**config.mk**
```make
export PLATFORM = sky130hd
export DESIGN_NAME = ces_sequencer
export DESIGN_NICKNAME = d
export VERILOG_FILES = /design/src/hdl/ces_pkg.sv /design/src/hdl/ces_sequencer.sv
export SDC_FILE = /design/constraint.sdc
export NUM_CORES = 1
export LEC_CHECK = 0
export ABC_AREA = 1
export BUFFER_PORTS_ARGS = -buffer_cell sky130_fd_sc_hd__buf_4
export CAP_MARGIN = 20
export CORE_ASPECT_RATIO = 0.9
export CORE_MARGIN = 3
export CORE_UTILIZATION = 59
export CTS_CLUSTER_DIAMETER = 30
export DETAILED_ROUTE_END_ITERATION = 10
export PLACE_DENSITY = 0.81
export SLEW_MARGIN = 20
export SYNTH_ARGS = -nofsm -noshare
export SYNTH_HDL_FRONTEND = slang
export SYNTH_SLANG_ARGS = --single-unit
```
**constraint.sdc**
```tcl
create_clock -name aclk -period 12.9 [get_ports aclk]
set_clock_uncertainty 0.05 [all_clocks]
set_input_delay 0.645 -clock aclk [delete_from_list [all_inputs] [get_ports aclk]]
set_output_delay 0.645 -clock aclk [all_outputs]
set_load 0.03 [all_outputs]
```
**src/hdl/ces_pkg.sv**
```systemverilog
package ces_pkg;

  // bus geometry
  localparam int          CES_AW         = 12;
  localparam int          CES_DW         = 32;
  localparam logic [1:0]  CES_RESP_OKAY  = 2'h0;
  localparam logic [1:0]  CES_RESP_SLV   = 2'h2;

  // register indices, byte address is four times the index
  localparam logic [9:0]  CES_IDX_CTRL   = 10'h000;
  localparam logic [9:0]  CES_IDX_PEN    = 10'h001;
  localparam logic [9:0]  CES_IDX_SWCFG  = 10'h002;
  localparam logic [9:0]  CES_IDX_STAT   = 10'h003;
  localparam logic [9:0]  CES_IDX_TMO0   = 10'h008;
  localparam logic [9:0]  CES_IDX_LIMCFG = 10'h051;

  // control, switch and limit register fields
  localparam int          CES_CTRL_MODE_LSB = 0;
  localparam int          CES_CTRL_PWR_BIT  = 3;
  localparam int          CES_CTRL_ATT_BIT  = 4;
  localparam int          CES_CTRL_CF_BIT   = 5;
  localparam int          CES_CTRL_RTY_BIT  = 6;
  localparam int          CES_CTRL_TMO_BIT  = 7;
  localparam int          CES_SWCFG_HS_BIT  = 0;
  localparam int          CES_LIM_R2_LSB    = 2;

  // reset values
  localparam logic [7:0]  CES_CTRL_RST   = 8'hC0;
  localparam logic [7:0]  CES_PEN_RST    = 8'h7F;
  localparam logic [7:0]  CES_SWCFG_RST  = 8'h00;
  localparam logic [7:0]  CES_TMO_RST    = 8'h20;
  localparam logic [7:0]  CES_LIMCFG_RST = 8'h00;

  // profiles
  localparam int          CES_NPROF      = 8;
  localparam logic [2:0]  CES_PROF_L3    = 3'h2;
  localparam logic [2:0]  CES_PROF_CUST  = 3'h7;
  localparam logic [3:0]  CES_SIG_NONE   = 4'h0;
  localparam logic [3:0]  CES_SIG_DCP    = 4'h3;

  // timing
  localparam int          CES_CLK_NS     = 100;
  localparam int          CES_MS_NS      = 1000000;
  localparam int          CES_MS_CYCLES  = CES_MS_NS / CES_CLK_NS;
  localparam logic [7:0]  CES_DISCH_MS   = 8'h0A;
  localparam logic [7:0]  CES_RHOLD_MS   = 8'h32;
  localparam logic [7:0]  CES_HREST_MS   = CES_RHOLD_MS - CES_DISCH_MS;

  typedef enum logic [2:0] {
    CES_MODE_PASS = 3'h0,
    CES_MODE_SDP  = 3'h1,
    CES_MODE_CDP  = 3'h2,
    CES_MODE_DCP  = 3'h3,
    CES_MODE_DCE  = 3'h4
  } ces_mode_t;

  typedef enum logic [7:0] {
    CES_ST_IDLE   = 8'h01,
    CES_ST_DISCH  = 8'h02,
    CES_ST_HOLD   = 8'h04,
    CES_ST_APPLY  = 8'h08,
    CES_ST_CHARGE = 8'h10,
    CES_ST_NOHS   = 8'h20,
    CES_ST_DCP    = 8'h40,
    CES_ST_PASS   = 8'h80
  } ces_state_t;

endpackage : ces_pkg

```
**src/hdl/ces_sequencer.sv**
```systemverilog
// Notes on behaviour
// [RULE1] dcp mode: discharge vbus, then dcp signature
// [RULE2] standalone dcp: no timeout, no current check
// [RULE3] dcp charging: short on, switch open, cc
// [RULE4] dcp ignores data pin detection levels
// [RULE5] each profile timed; current checked at expiry
// [RULE6] data switch open while charging, unless configured
// [RULE7] emulation reset precedes every profile
// [RULE8] power switch held open, then reclosed
// [RULE9] order legacy one..seven, custom off default
// [RULE10] custom first bit puts custom first
// [RULE11] no attach detect: keep cycling profiles
// [RULE12] current above threshold at expiry: accept
// [RULE13] no current at expiry: reset, next profile
// [RULE14] per profile timeout, timeout enabled default
// [RULE15] all rejected, retry set: reset and restart
// [RULE16] all rejected, no retry: flag, end cycle
// [RULE17] pass-through and sdp use trip limiting
// [RULE18] cdp, dcp, applying profile: cc if low
// [RULE19] legacy three accepted: cc if low limit
// [RULE20] other accepted or no handshake: region two
// [RULE21] region two minimum from bits four..two
// [RULE22] no handshake flag set and stays set
// [RULE23] no handshake: signatures off, switch configured
// [RULE24] comparator inputs sampled at decision points
//
// Implementation choices: the AXI4-Lite register port and the placing of the registers.
`timescale 1ns/1ps
module ces_sequencer #(
  parameter int MS_TICK_CYCLES = ces_pkg::CES_MS_CYCLES
) (
  // clock and reset
  input  wire logic                     aclk,
  input  wire logic                     aresetn,
  // axi4-lite slave
  input  wire logic [ces_pkg::CES_AW-1:0] s_axi_awaddr,
  input  wire logic                     s_axi_awvalid,
  output logic                          s_axi_awready,
  input  wire logic [ces_pkg::CES_DW-1:0] s_axi_wdata,
  input  wire logic [3:0]               s_axi_wstrb,
  input  wire logic                     s_axi_wvalid,
  output logic                          s_axi_wready,
  output logic [1:0]                    s_axi_bresp,
  output logic                          s_axi_bvalid,
  input  wire logic                     s_axi_bready,
  input  wire logic [ces_pkg::CES_AW-1:0] s_axi_araddr,
  input  wire logic                     s_axi_arvalid,
  output logic                          s_axi_arready,
  output logic [ces_pkg::CES_DW-1:0]    s_axi_rdata,
  output logic [1:0]                    s_axi_rresp,
  output logic                          s_axi_rvalid,
  input  wire logic                     s_axi_rready,
  // comparator and detector inputs
  input  wire logic                     charge_detect,
  input  wire logic                     ilim_below_thresh,
  input  wire logic                     r2min_below_limit,
  input  wire logic                     attach_detected,
  // analog controls
  output logic                          port_switch_close,
  output logic                          vbus_discharge,
  output logic                          pulldown_enable,
  output logic                          short_resistor_on,
  output logic                          hs_switch_close,
  output logic                          cc_limit_mode,
  output logic [3:0]                    signature_sel,
  output logic [2:0]                    region2_min_current,
  output logic                          handshake_missing_flag
);
  import ces_pkg::*;

  logic [7:0]   ctrl_reg;
  logic [7:0]   pen_reg;
  logic [7:0]   swcfg_reg;
  logic [7:0]   limcfg_reg;
  logic [7:0]   tmo_reg [CES_NPROF];
  logic         aw_got_reg;
  logic         w_got_reg;
  logic [9:0]   awidx_reg;
  logic [7:0]   wbyte_reg;
  logic         wlane_reg;
  logic [15:0]  tick_cnt_reg;
  logic         ms_tick;
  logic [7:0]   tmr_reg;
  ces_state_t   state_reg;
  ces_state_t   state_next;
  logic [2:0]   pos_reg;
  logic [2:0]   pos_next;
  ces_mode_t    mode;
  ces_mode_t    mode_last_reg;
  logic         accepted_reg;
  logic [2:0]   acc_prof_reg;
  logic [2:0]   cur_prof;
  logic [3:0]   first_pos;
  logic [3:0]   nxt_pos;
  logic         expire;
  logic         wr_en;
  logic         cc_next;
  logic         hs_next;
  logic [3:0]   sig_next;

  wire pwr     = ctrl_reg[CES_CTRL_PWR_BIT];
  wire att_en  = ctrl_reg[CES_CTRL_ATT_BIT];
  wire cfirst  = ctrl_reg[CES_CTRL_CF_BIT];
  wire retry   = ctrl_reg[CES_CTRL_RTY_BIT];
  wire tmo_en  = ctrl_reg[CES_CTRL_TMO_BIT];
  wire hs_cfg  = swcfg_reg[CES_SWCFG_HS_BIT];

  // sequence position to profile number
  // [RULE10] custom first shifts legacy by one
  function automatic logic [2:0] prof_of(input logic [2:0] p,
                                         input logic       cf);
    if (cf)
      prof_of = (p == 3'h0) ? CES_PROF_CUST : p - 3'h1;
    else
      prof_of = p;
  endfunction : prof_of

  // lowest enabled position at or after start, msb marks found
  function automatic logic [3:0] find_pos(input logic [3:0] start,
                                          input logic [7:0] en,
                                          input logic       cf);
    logic [3:0] res;
    res = 4'h0;
    for (int i = CES_NPROF - 1; i >= 0; i--)
    begin
      if (4'(i) >= start && en[prof_of(3'(i), cf)])
        res = {1'b1, 3'(i)};
    end
    return res;
  endfunction : find_pos

  assign mode      = ces_mode_t'(ctrl_reg[CES_CTRL_MODE_LSB +: 3]);
  assign cur_prof  = prof_of(pos_reg, cfirst);
  // [RULE9] fixed order
  assign first_pos = find_pos(4'h0, pen_reg, cfirst);
  assign nxt_pos   = find_pos({1'b0, pos_reg} + 4'h1, pen_reg, cfirst);
  // [RULE5] expiry of profile timer
  assign expire    = state_reg == CES_ST_APPLY && ms_tick &&
                     tmr_reg >= tmo_reg[cur_prof];
  assign ms_tick   = tick_cnt_reg == 16'(MS_TICK_CYCLES - 1);

  // millisecond tick
  always_ff @(posedge aclk)
  begin
    if (!aresetn || ms_tick)
      tick_cnt_reg <= 16'h0000;
    else
      tick_cnt_reg <= tick_cnt_reg + 16'h0001;
  end

  // write channel capture
  assign wr_en = aw_got_reg && w_got_reg && !s_axi_bvalid;
  always_ff @(posedge aclk)
  begin
    if (!aresetn)
    begin
      aw_got_reg    <= 1'b0;
      w_got_reg     <= 1'b0;
      awidx_reg     <= 10'h000;
      wbyte_reg     <= 8'h00;
      wlane_reg     <= 1'b0;
      s_axi_awready <= 1'b1;
      s_axi_wready  <= 1'b1;
      s_axi_bvalid  <= 1'b0;
      s_axi_bresp   <= CES_RESP_OKAY;
    end
    else
    begin
      if (s_axi_awvalid && s_axi_awready)
      begin
        aw_got_reg    <= 1'b1;
        awidx_reg     <= s_axi_awaddr[CES_AW-1:2];
        s_axi_awready <= 1'b0;
      end
      if (s_axi_wvalid && s_axi_wready)
      begin
        w_got_reg    <= 1'b1;
        wbyte_reg    <= s_axi_wdata[7:0];
        wlane_reg    <= s_axi_wstrb[0];
        s_axi_wready <= 1'b0;
      end
      if (wr_en)
      begin
        s_axi_bvalid <= 1'b1;
        s_axi_bresp  <= addr_ok(awidx_reg) && awidx_reg != CES_IDX_STAT ?
                        CES_RESP_OKAY : CES_RESP_SLV;
      end
      if (s_axi_bvalid && s_axi_bready)
      begin
        s_axi_bvalid  <= 1'b0;
        aw_got_reg    <= 1'b0;
        w_got_reg     <= 1'b0;
        s_axi_awready <= 1'b1;
        s_axi_wready  <= 1'b1;
      end
    end
  end

  function automatic logic addr_ok(input logic [9:0] idx);
    addr_ok = idx == CES_IDX_CTRL || idx == CES_IDX_PEN ||
              idx == CES_IDX_SWCFG || idx == CES_IDX_STAT ||
              idx == CES_IDX_LIMCFG || idx[9:3] == CES_IDX_TMO0[9:3];
  endfunction : addr_ok

  // configuration registers, low byte lane only
  always_ff @(posedge aclk)
  begin
    if (!aresetn)
    begin
      ctrl_reg   <= CES_CTRL_RST;
      pen_reg    <= CES_PEN_RST;
      swcfg_reg  <= CES_SWCFG_RST;
      limcfg_reg <= CES_LIMCFG_RST;
      for (int i = 0; i < CES_NPROF; i++)
        tmo_reg[i] <= CES_TMO_RST;
    end
    else if (wr_en && wlane_reg)
    begin
      case (awidx_reg)
        CES_IDX_CTRL:   ctrl_reg   <= wbyte_reg;
        CES_IDX_PEN:    pen_reg    <= wbyte_reg;
        CES_IDX_SWCFG:  swcfg_reg  <= wbyte_reg;
        CES_IDX_LIMCFG: limcfg_reg <= wbyte_reg;
        default:
        begin
          // [RULE14] one timeout per profile
          if (awidx_reg[9:3] == CES_IDX_TMO0[9:3])
            tmo_reg[awidx_reg[2:0]] <= wbyte_reg;
        end
      endcase
    end
  end

  // read channel
  always_ff @(posedge aclk)
  begin
    if (!aresetn)
    begin
      s_axi_arready <= 1'b1;
      s_axi_rvalid  <= 1'b0;
      s_axi_rdata   <= '0;
      s_axi_rresp   <= CES_RESP_OKAY;
    end
    else if (s_axi_arvalid && s_axi_arready)
    begin
      s_axi_arready <= 1'b0;
      s_axi_rvalid  <= 1'b1;
      s_axi_rresp   <= addr_ok(s_axi_araddr[CES_AW-1:2]) ?
                       CES_RESP_OKAY : CES_RESP_SLV;
      case (s_axi_araddr[CES_AW-1:2])
        CES_IDX_CTRL:   s_axi_rdata <= {24'h000000, ctrl_reg};
        CES_IDX_PEN:    s_axi_rdata <= {24'h000000, pen_reg};
        CES_IDX_SWCFG:  s_axi_rdata <= {24'h000000, swcfg_reg};
        CES_IDX_LIMCFG: s_axi_rdata <= {24'h000000, limcfg_reg};
        CES_IDX_STAT:
          s_axi_rdata <= {16'h0000, state_reg, pos_reg,
                          acc_prof_reg, accepted_reg,
                          handshake_missing_flag};
        default:
        begin
          if (s_axi_araddr[CES_AW-1:5] == CES_IDX_TMO0[9:3])
            s_axi_rdata <= {24'h000000, tmo_reg[s_axi_araddr[4:2]]};
          else
            s_axi_rdata <= '0;
        end
      endcase
    end
    else if (s_axi_rvalid && s_axi_rready)
    begin
      s_axi_rvalid  <= 1'b0;
      s_axi_arready <= 1'b1;
    end
  end

  // sequencer next state
  always_comb
  begin
    state_next = state_reg;
    pos_next   = pos_reg;
    if (!pwr || mode != mode_last_reg)
      state_next = CES_ST_IDLE;
    else
    begin
      case (state_reg)
        CES_ST_IDLE:
        begin
          if (mode == CES_MODE_DCE)
          begin
            // [RULE11] free cycling without attach detect
            if (!att_en || attach_detected)
            begin
              state_next = CES_ST_DISCH;
              pos_next   = first_pos[2:0];
            end
          end
          else if (mode == CES_MODE_SDP || mode == CES_MODE_CDP ||
                   mode == CES_MODE_DCP)
            // [RULE1] discharge before signature
            state_next = CES_ST_DISCH;
          else
            state_next = CES_ST_PASS;
        end
        CES_ST_DISCH:
        begin
          // [RULE7] discharge period
          if (ms_tick && tmr_reg >= CES_DISCH_MS)
            state_next = CES_ST_HOLD;
        end
        CES_ST_HOLD:
        begin
          // [RULE8] hold open then reapply vbus
          if (ms_tick && tmr_reg >= CES_HREST_MS)
          begin
            if (mode == CES_MODE_DCP)
              state_next = CES_ST_DCP;
            else if (mode != CES_MODE_DCE)
              state_next = CES_ST_PASS;
            else if (pen_reg[cur_prof])
              state_next = CES_ST_APPLY;
            else if (retry)
            begin
              state_next = CES_ST_DISCH;
              pos_next   = first_pos[2:0];
            end
            else
              state_next = CES_ST_NOHS;
          end
        end
        CES_ST_APPLY:
        begin
          if (!tmo_en)
            state_next = CES_ST_CHARGE;
          else if (expire)
          begin
            // [RULE24] current sampled only at expiry
            if (charge_detect)
              // [RULE12] accept and stop
              state_next = CES_ST_CHARGE;
            else if (nxt_pos[3])
            begin
              // [RULE13] reject, reset, next profile
              state_next = CES_ST_DISCH;
              pos_next   = nxt_pos[2:0];
            end
            else if (retry)
            begin
              // [RULE15] restart the cycle
              state_next = CES_ST_DISCH;
              pos_next   = first_pos[2:0];
            end
            else
              // [RULE16] end cycle without handshake
              state_next = CES_ST_NOHS;
          end
        end
        // [RULE2] dcp holds: no timer, no current check
        CES_ST_CHARGE,
        CES_ST_NOHS,
        CES_ST_DCP,
        CES_ST_PASS:
          state_next = state_reg;
        default:
          state_next = CES_ST_IDLE;
      endcase
    end
  end

  always_ff @(posedge aclk)
  begin
    if (!aresetn)
    begin
      state_reg     <= CES_ST_IDLE;
      pos_reg       <= 3'h0;
      mode_last_reg <= CES_MODE_PASS;
    end
    else
    begin
      state_reg     <= state_next;
      pos_reg       <= pos_next;
      mode_last_reg <= mode;
    end
  end

  // phase timer in milliseconds, restarts on every state change
  always_ff @(posedge aclk)
  begin
    if (!aresetn || state_next != state_reg)
      tmr_reg <= 8'h00;
    else if (ms_tick && tmr_reg != 8'hFF)
      tmr_reg <= tmr_reg + 8'h01;
  end

  // status: set wins over clear at the start of a new cycle
  always_ff @(posedge aclk)
  begin
    if (!aresetn)
    begin
      handshake_missing_flag <= 1'b0;
      accepted_reg           <= 1'b0;
      acc_prof_reg           <= 3'h0;
    end
    else
    begin
      if (state_reg == CES_ST_IDLE && state_next == CES_ST_DISCH)
      begin
        handshake_missing_flag <= 1'b0;
        accepted_reg           <= 1'b0;
      end
      if (state_reg == CES_ST_APPLY && state_next == CES_ST_CHARGE)
      begin
        accepted_reg <= 1'b1;
        acc_prof_reg <= cur_prof;
      end
      // [RULE22] sticky no handshake flag
      if (state_next == CES_ST_NOHS)
        handshake_missing_flag <= 1'b1;
    end
  end

  // limiting mode, switch and signature selection
  always_comb
  begin
    cc_next  = 1'b0;
    hs_next  = 1'b0;
    sig_next = CES_SIG_NONE;
    case (state_next)
      CES_ST_PASS:
      begin
        hs_next = 1'b1;
        // [RULE17] trip for pass-through and sdp
        cc_next = mode == CES_MODE_CDP && ilim_below_thresh;
      end
      CES_ST_DCP:
      begin
        // [RULE4] signature static, no detection response
        sig_next = CES_SIG_DCP;
        // [RULE3] switch open, cc below threshold
        cc_next  = ilim_below_thresh;
      end
      CES_ST_APPLY:
      begin
        sig_next = {1'b0, prof_of(pos_next, cfirst)} + 4'h1;
        // [RULE6] data switch open unless configured
        hs_next  = hs_cfg;
        // [RULE18] cc while profile applied
        cc_next  = ilim_below_thresh;
      end
      CES_ST_CHARGE:
      begin
        sig_next = {1'b0, cur_prof} + 4'h1;
        hs_next  = hs_cfg;
        // [RULE19] legacy three keeps cc rule
        if (cur_prof == CES_PROF_L3)
          cc_next = ilim_below_thresh;
        else
          // [RULE20] region two compare decides
          cc_next = ilim_below_thresh && !r2min_below_limit;
      end
      CES_ST_NOHS:
      begin
        // [RULE23] signatures removed, switch configured
        hs_next = hs_cfg;
        cc_next = ilim_below_thresh && !r2min_below_limit;
      end
      default:
      begin
        cc_next = 1'b0;
      end
    endcase
  end

  always_ff @(posedge aclk)
  begin
    if (!aresetn)
    begin
      port_switch_close   <= 1'b0;
      vbus_discharge      <= 1'b0;
      pulldown_enable     <= 1'b0;
      short_resistor_on   <= 1'b0;
      hs_switch_close     <= 1'b0;
      cc_limit_mode       <= 1'b0;
      signature_sel       <= CES_SIG_NONE;
      region2_min_current <= 3'h0;
    end
    else
    begin
      // [RULE7] switch open, discharge, pull-downs
      port_switch_close <= state_next == CES_ST_PASS ||
                           state_next == CES_ST_DCP ||
                           state_next == CES_ST_APPLY ||
                           state_next == CES_ST_CHARGE ||
                           state_next == CES_ST_NOHS;
      vbus_discharge    <= state_next == CES_ST_DISCH;
      pulldown_enable   <= state_next == CES_ST_DISCH ||
                           state_next == CES_ST_HOLD;
      short_resistor_on <= sig_next == CES_SIG_DCP;
      hs_switch_close   <= hs_next;
      cc_limit_mode     <= cc_next;
      signature_sel     <= sig_next;
      // [RULE21] region two field bits four..two
      region2_min_current <= limcfg_reg[CES_LIM_R2_LSB +: 3];
    end
  end
endmodule : ces_sequencer

```
# Word level (Yosys, flattened, before mapping)
# Memories as Yosys holds them, arrays and structs flattened.
# Cells that the tools add are included.
dict set report totals {
  inputBits 71
  out_inout_bits 55
  memories 1
  register_bits 150
  latch_bits 0
  mem_bits_rw 64
  rom_bits 0
  wordCells 267
}
dict set report classes {
  bitwise_logic 1
  n_mux 99
  div_mod_pow 0
  multipliers 0
  shifts 0
  n_reduce_logical 69
  magnitude_cmp 20
  n_addsub 7
  eq_ne 37
}
# name depth word_bits read_ports rd_ports_with_merged_regs wr line_no
set memory_table {}
lappend memory_table {tmo_reg 8 8 2 0 8 ces_sequencer.sv:75} ;# logic [7:0] tmo_reg [CES_NPROF];
# cell count
set ops {}
lappend ops {{$mux 8} 14}
lappend ops {{$mux 3} 28}
lappend ops {{$pmux 16 s5} 1}
lappend ops {{$eq 10x2->1 const B} 4}
lappend ops {{$pmux 8 s5} 1}
lappend ops {{$lt 3x4->1 const B} 9}
lappend ops {{$mux 4} 8}
lappend ops {{$mux 1} 28}
lappend ops {{$bmux 1 s3} 9}
lappend ops {{$logic_and 1x1->1} 26}
lappend ops {{$logic_or 1x1->1} 21}
lappend ops {{$eq 10x1->1 const B} 2}
lappend ops {{$eq 10x7->1 const B} 2}
lappend ops {{$logic_not 10->1} 2}
lappend ops {{$add 16x1->16 const B} 1}
lappend ops {{$eq 16x14->1 const B} 1}
lappend ops {{$eq 8x2->1 const B} 2}
lappend ops {{$eq 8x3->1 const B} 2}
lappend ops {{$eq 8x4->1 const B} 2}
lappend ops {{$eq 8x5->1 const B} 2}
lappend ops {{$eq 8x6->1 const B} 2}
lappend ops {{$eq 8x7->1 const B} 2}
lappend ops {{$eq 8x8->1 const B} 2}
lappend ops {{$ge 3x4->1 const A} 4}
lappend ops {{other kinds (34)} 58}

# Longest topological paths before layout
dict set report logic_depth {
  ltp_word 25
  ltp_mapped 36
  mapped_depth_nobuf 35
}

# Least setup slack after synthesis
# OpenSTA, ideal clock, no wires.
dict set report synth_timing {
  kind {register -> register}
  start {reg pos_reg[1]}
  end {reg short_resistor_on}
  setup_ns 0.113
  required_ns 12.737
  setup_slack_ns 8.556
  arrival_time_ns 4.182
  period_less_slack_ns 4.344
  stages_incl_launch_ff 31
  path_buffers 1
  cell_sequence {dfxtp_1 > inv_1 > ha_1 > or2_2 > nand3_1 > nand2_2 > inv_1 > clkbuf_1 > o21ai_0 > o22ai_1 > ha_1 > a21oi_1 > nor2_1 > nor2_1 > nand3_1 > nand3_1 > nor2_1 > o21ai_0 > nand2_1 > nand2_1 > inv_1 > ha_1 > or2_2 > nand3_1 > nand2_1 > inv_2 > ha_1 > inv_1 > xor2_1 > nor2_1 > nor2_1}
}
dict set report synth_between {
  elab_chain_cells 24
  elab_cells_between_ends 69
  classes_between {add/sub (5); order compare (9); eq/ne (4); mux (39); reduce/logical (11); memory (1)}
}
# element line_no
set synth_rtl {}
lappend synth_rtl {{from (decl)} ces_sequencer.sv:86} ;# logic [2:0] pos_reg;
lappend synth_rtl {{from (signal assigned)} ces_sequencer.sv:379} ;# pos_reg <= pos_next;
lappend synth_rtl {{$add 3x1->4} ces_sequencer.sv:136} ;# assign nxt_pos = find_pos({1'b0, pos_reg} + 4'h1, pen_reg, cfirst);
lappend synth_rtl {{$ge 3x4->1} ces_sequencer.sv:126} ;# if (4'(i) >= start && en[prof_of(3'(i), cf)])
lappend synth_rtl {{$logic_and 1x1->1} ces_sequencer.sv:126}
lappend synth_rtl {{$mux 4 (8 in a row)} ces_sequencer.sv:126}
lappend synth_rtl {{$mux 3} ces_sequencer.sv:339} ;# else if (nxt_pos[3])
lappend synth_rtl {{$mux 3} ces_sequencer.sv:336} ;# if (charge_detect)
lappend synth_rtl {{$mux 3} ces_sequencer.sv:333} ;# else if (expire)
lappend synth_rtl {{$mux 3} ces_sequencer.sv:331} ;# if (!tmo_en)
lappend synth_rtl {{$pmux 3 s3} ces_sequencer.sv:284} ;# case (state_reg)
lappend synth_rtl {{$mux 3} ces_sequencer.sv:280} ;# if (!pwr || mode != mode_last_reg)
lappend synth_rtl {{$sub 3x1->3 / $logic_not 3->1 (equally long branches)} ces_sequencer.sv:113} ;# prof_of = (p == 3'h0) ? CES_PROF_CUST : p - 3'h1;
lappend synth_rtl {{$mux 3} ces_sequencer.sv:113}
lappend synth_rtl {{$mux 3} ces_sequencer.sv:112} ;# if (cf)
lappend synth_rtl {{$mux 3} ces_sequencer.sv:426} ;# case (state_next)
lappend synth_rtl {{$add 3x1->4} ces_sequencer.sv:442} ;# sig_next = {1'b0, prof_of(pos_next, cfirst)} + 4'h1;
lappend synth_rtl {{$pmux 4 s3 *} ces_sequencer.sv:426}
lappend synth_rtl {{$eq 4x2->1 *} ces_sequencer.sv:496} ;# short_resistor_on <= sig_next == CES_SIG_DCP;
lappend synth_rtl {{to (signal assigned)} ces_sequencer.sv:479} ;# short_resistor_on <= 1'b0;
lappend synth_rtl {{to (signal assigned)} ces_sequencer.sv:496}
lappend synth_rtl {{to (decl)} ces_sequencer.sv:62} ;# output logic short_resistor_on,
# Every way passes the cells marked *; elsewhere a longest branch is shown, timed or not. The select of a mux whose other input is x is not followed.
# A chain may end at the register's enable or synchronous reset.

# Final worst setup path
# Same ends and word-level chain as after synthesis.

==> impl_results.md <==
- CTS H-tree lvls: 4
- Number of synthesized flops with an enable pin: 64
- Final ANT Viol Nets: 0
- Max-cap violations: 0
- Clock root cell: clkbuf_16
- CP top delay family: simple AND/OR/NAND/NOR gates
- Post-CTS Setup Bufs: 0
- Setup slack, reg-to-reg: 6610 ps
- Cells after Synth: 1429
- Pins Over Slew Limit: 0
- Period utilization: 0.487
- Initial DRC count: 1303
- Via density per instance: 5.81
- Worst slew pin tran: 1140 ps
- Layout Nets: 1566
- Worst vdd ir: 112 µV
- Routed vias: 10000
- Initial antenna violation count: 0
- # setup viols final: 0
- Reg area: 4560 µm²
- Fin util: 0.684
- Setup total negative slack: 0 ps
- Setup crit end kind: flip-flop
- RSZ-0062 raised after global routing: false
- Die H: 132 µm
- Area of the multi-input gates: 4930 µm²
- CTS resizes: 0
- FP Rows: 45
- CTS Buf Count: 17
- CTS tree: yes
- Synth Flop Type: dfxtp_1
- Library cells used by synthesis: 53
- Asr flop ratio synth: 0
- Synth top area share: 0.253
- Layout cells sized above 1: 0.105
- # DRC: 0
- Die width: 146 µm
- Overflow after GRT: 0
- IO Port Bufs: 76
- Die ar.: 19300 µm²
- Status: finished, final reports clean
- Avg Inst Size Synth: 7.31 µm²
- Pwr/cell area: 114 nW/µm²
- Pre-CTS setup slack: 6970 ps
- Synth warnings: 0
- Kind of start point of the critical path: flip-flop
- Largest stage delay on the critical path: 920 ps
- Fillers: 1516
- Core area: 17100 µm²
- Tot GR Track Use: 0.294
- Final non-filler cell total: 1726
- Routed WL per cell: 16.9 µm
- Max_slew headroom: 0.220
- Reg2reg start: pos_reg[1]
- Crit-path max FO: 46
- Hold Path Class: primary input to flip-flop
- Most frequent CP cell: nor2_1
- Worst path slowest cell: clkinv_1
- CP arrival: 6630 ps
- Clk slew on worst S/H paths: 80 ps
- Ports: 126
- Worst hold stages: 3
- Final setup margin: 6610 ps
- Placed Cells: 1694
- Hold Path End: awidx_reg[9]
- Final hold violation count: 0
- TritonRoute pass-1 iters: 6
- Area growth syn-to-layout: 12.1%
- Initial Utilization: 0.610
- Min-delay src: s_axi_awaddr[11]
- Antenna Cells: 0
- Cell taking the most area after synthesis: dfxtp_1
- Hold_buf cts: 0
- Vias in the first global route: 8833
- Most frequent cell after synthesis: nand2_1
- Reg2Reg Depth: 30
- Top cells by area, synth: dfxtp_1, edfxtp_1, nand2_1
- First-pass GRT wire length: 45600 µm
- #FFs+latches synth: 196
- Static leakage: 4.98 nW
- Sink Count: 196
- WP data required: 13240 ps
- Clk_lat worst skew: 450 ps
- CTS max path bufs: 2
- Total Wirelength: 29200 µm
- Final HPWL DP: 20800 µm
- Sequential-to-total area share from yosys stat: 0.437
- Syn Std Cell Area: 10400 µm²
- Pin count of the biggest net entering global routing: 78
- Critical path class: flip-flop to flip-flop
- Max reg flops: 64
- GP Congestion: 0.982
- Final Critical Period: 6290 ps
- Capturing point of the worst reg2reg path: short_resistor_on
- Top cells by count, synth: nand2_1, nor2_1, inv_1, dfxtp_1, o21ai_0
- F_max: 159 MHz
- Buf/Inv on CP: 5
- Worst path depth: 30
==> per-stage QoR <==
step,hold slack (ps),total power [W],area [µm²]
floorplan,368,0.000749,10500
global placement,381,0.000783,11100
detailed placement,396,0.000786,11100
CTS,388,0.00134,11700
global route,404,0.00138,11700
finish,393,0.00134,11700
==> power breakdown <==
| part | internal, W | switching [W] | total [W] |
|---|---|---|---|
| clock network | 0.000281 | 0.000284 | 0.000565 |
| logic | 0.0000313 | 0.0000769 | 0.000108 |
| registers | 0.000653 | 0.0000123 | 0.000666 |
==> routing by layer <==
layer	vias up	wire [µm]	global-route usage
met1	4540	12100	0.406
met2	566	12900	0.453
met3	83	3130	0.0571
met5	-	0	0
met4	0	1060	0.125
li1	4831	-	-
==> layout by cell type, fill, tap and decap left out, types with 4 or more instances in the layout <==
cell type | synthesis | final
edfxtp_1 | 64 | 64
o22ai_1 | 15 | 15
conb_1 | 1 | 18
clkinv_1 | 5 | 5
nor3_1 | 19 | 19
xor2_1 | 9 | 9
inv_12 | 0 | 4
nand3_1 | 75 | 75
a2111oi_0 | 7 | 6
clkbuf_16 | 0 | 18
dfxtp_1 | 132 | 132
a31oi_1 | 11 | 11
buf_4 | 18 | 81
a211oi_1 | 10 | 10
nor2_1 | 224 | 224
a22oi_1 | 19 | 19
ha_1 | 17 | 17
nor4_1 | 13 | 13
o211ai_1 | 22 | 22
nand2_1 | 281 | 281
inv_1 | 162 | 162
nor2_2 | 7 | 7
nand4_1 | 21 | 21
inv_2 | 10 | 10
a21oi_1 | 78 | 78
inv_8 | 0 | 4
nand2_2 | 7 | 7
o21ai_1 | 6 | 6
o21ai_0 | 109 | 109
==> cell type report <==
| type | count | share of cell area |
|---|---|---|
| Multi-Input combinational cell | 1004 | 0.421 |
| Sequential cell | 196 | 0.390 |
| Inverter | 178 | 0.0573 |
| Timing Repair Buffer | 81 | 0.0520 |
| Clock buffer | 18 | 0.0385 |
| Tap cell | 235 | 0.0251 |
| Clock inverter | 14 | 0.0158 |
==> worst reg2reg max path: cells and delay by family, from the launching register on <==
kind            cells  cell delay, ps
simple gates       15            1910
buf+inv             5            1300
compound gates      5            1230
fa+ha+maj           4             960
flops               1             580
xor+xnor            1             210
==> how the worst max path moves through the flow <==
stage / start / endpoint
floorplan: pos_reg[1] / short_resistor_on
global placement: pos_reg[0] / short_resistor_on
detailed placement: pos_reg[1] / short_resistor_on
CTS: pos_reg[0] / short_resistor_on
global route: pos_reg[0] / short_resistor_on
finish: pos_reg[1] / short_resistor_on
==> cell families (layout without fill, tap and decap cells) <==
logic type               after synthesis  in the layout  synth area share
AO/OA/AOI/OAI                        293            293             0.165
XOR/XNOR                               9              9           0.00755
adder cells (fa/ha/maj)               17             17            0.0204
buffers and inverters                246            291            0.0967
flip-flops                           196            196             0.437
other                                  1             18          0.000359
AND/OR/NAND/NOR                      667            667             0.273
Power figures use the tool's default switching activity.
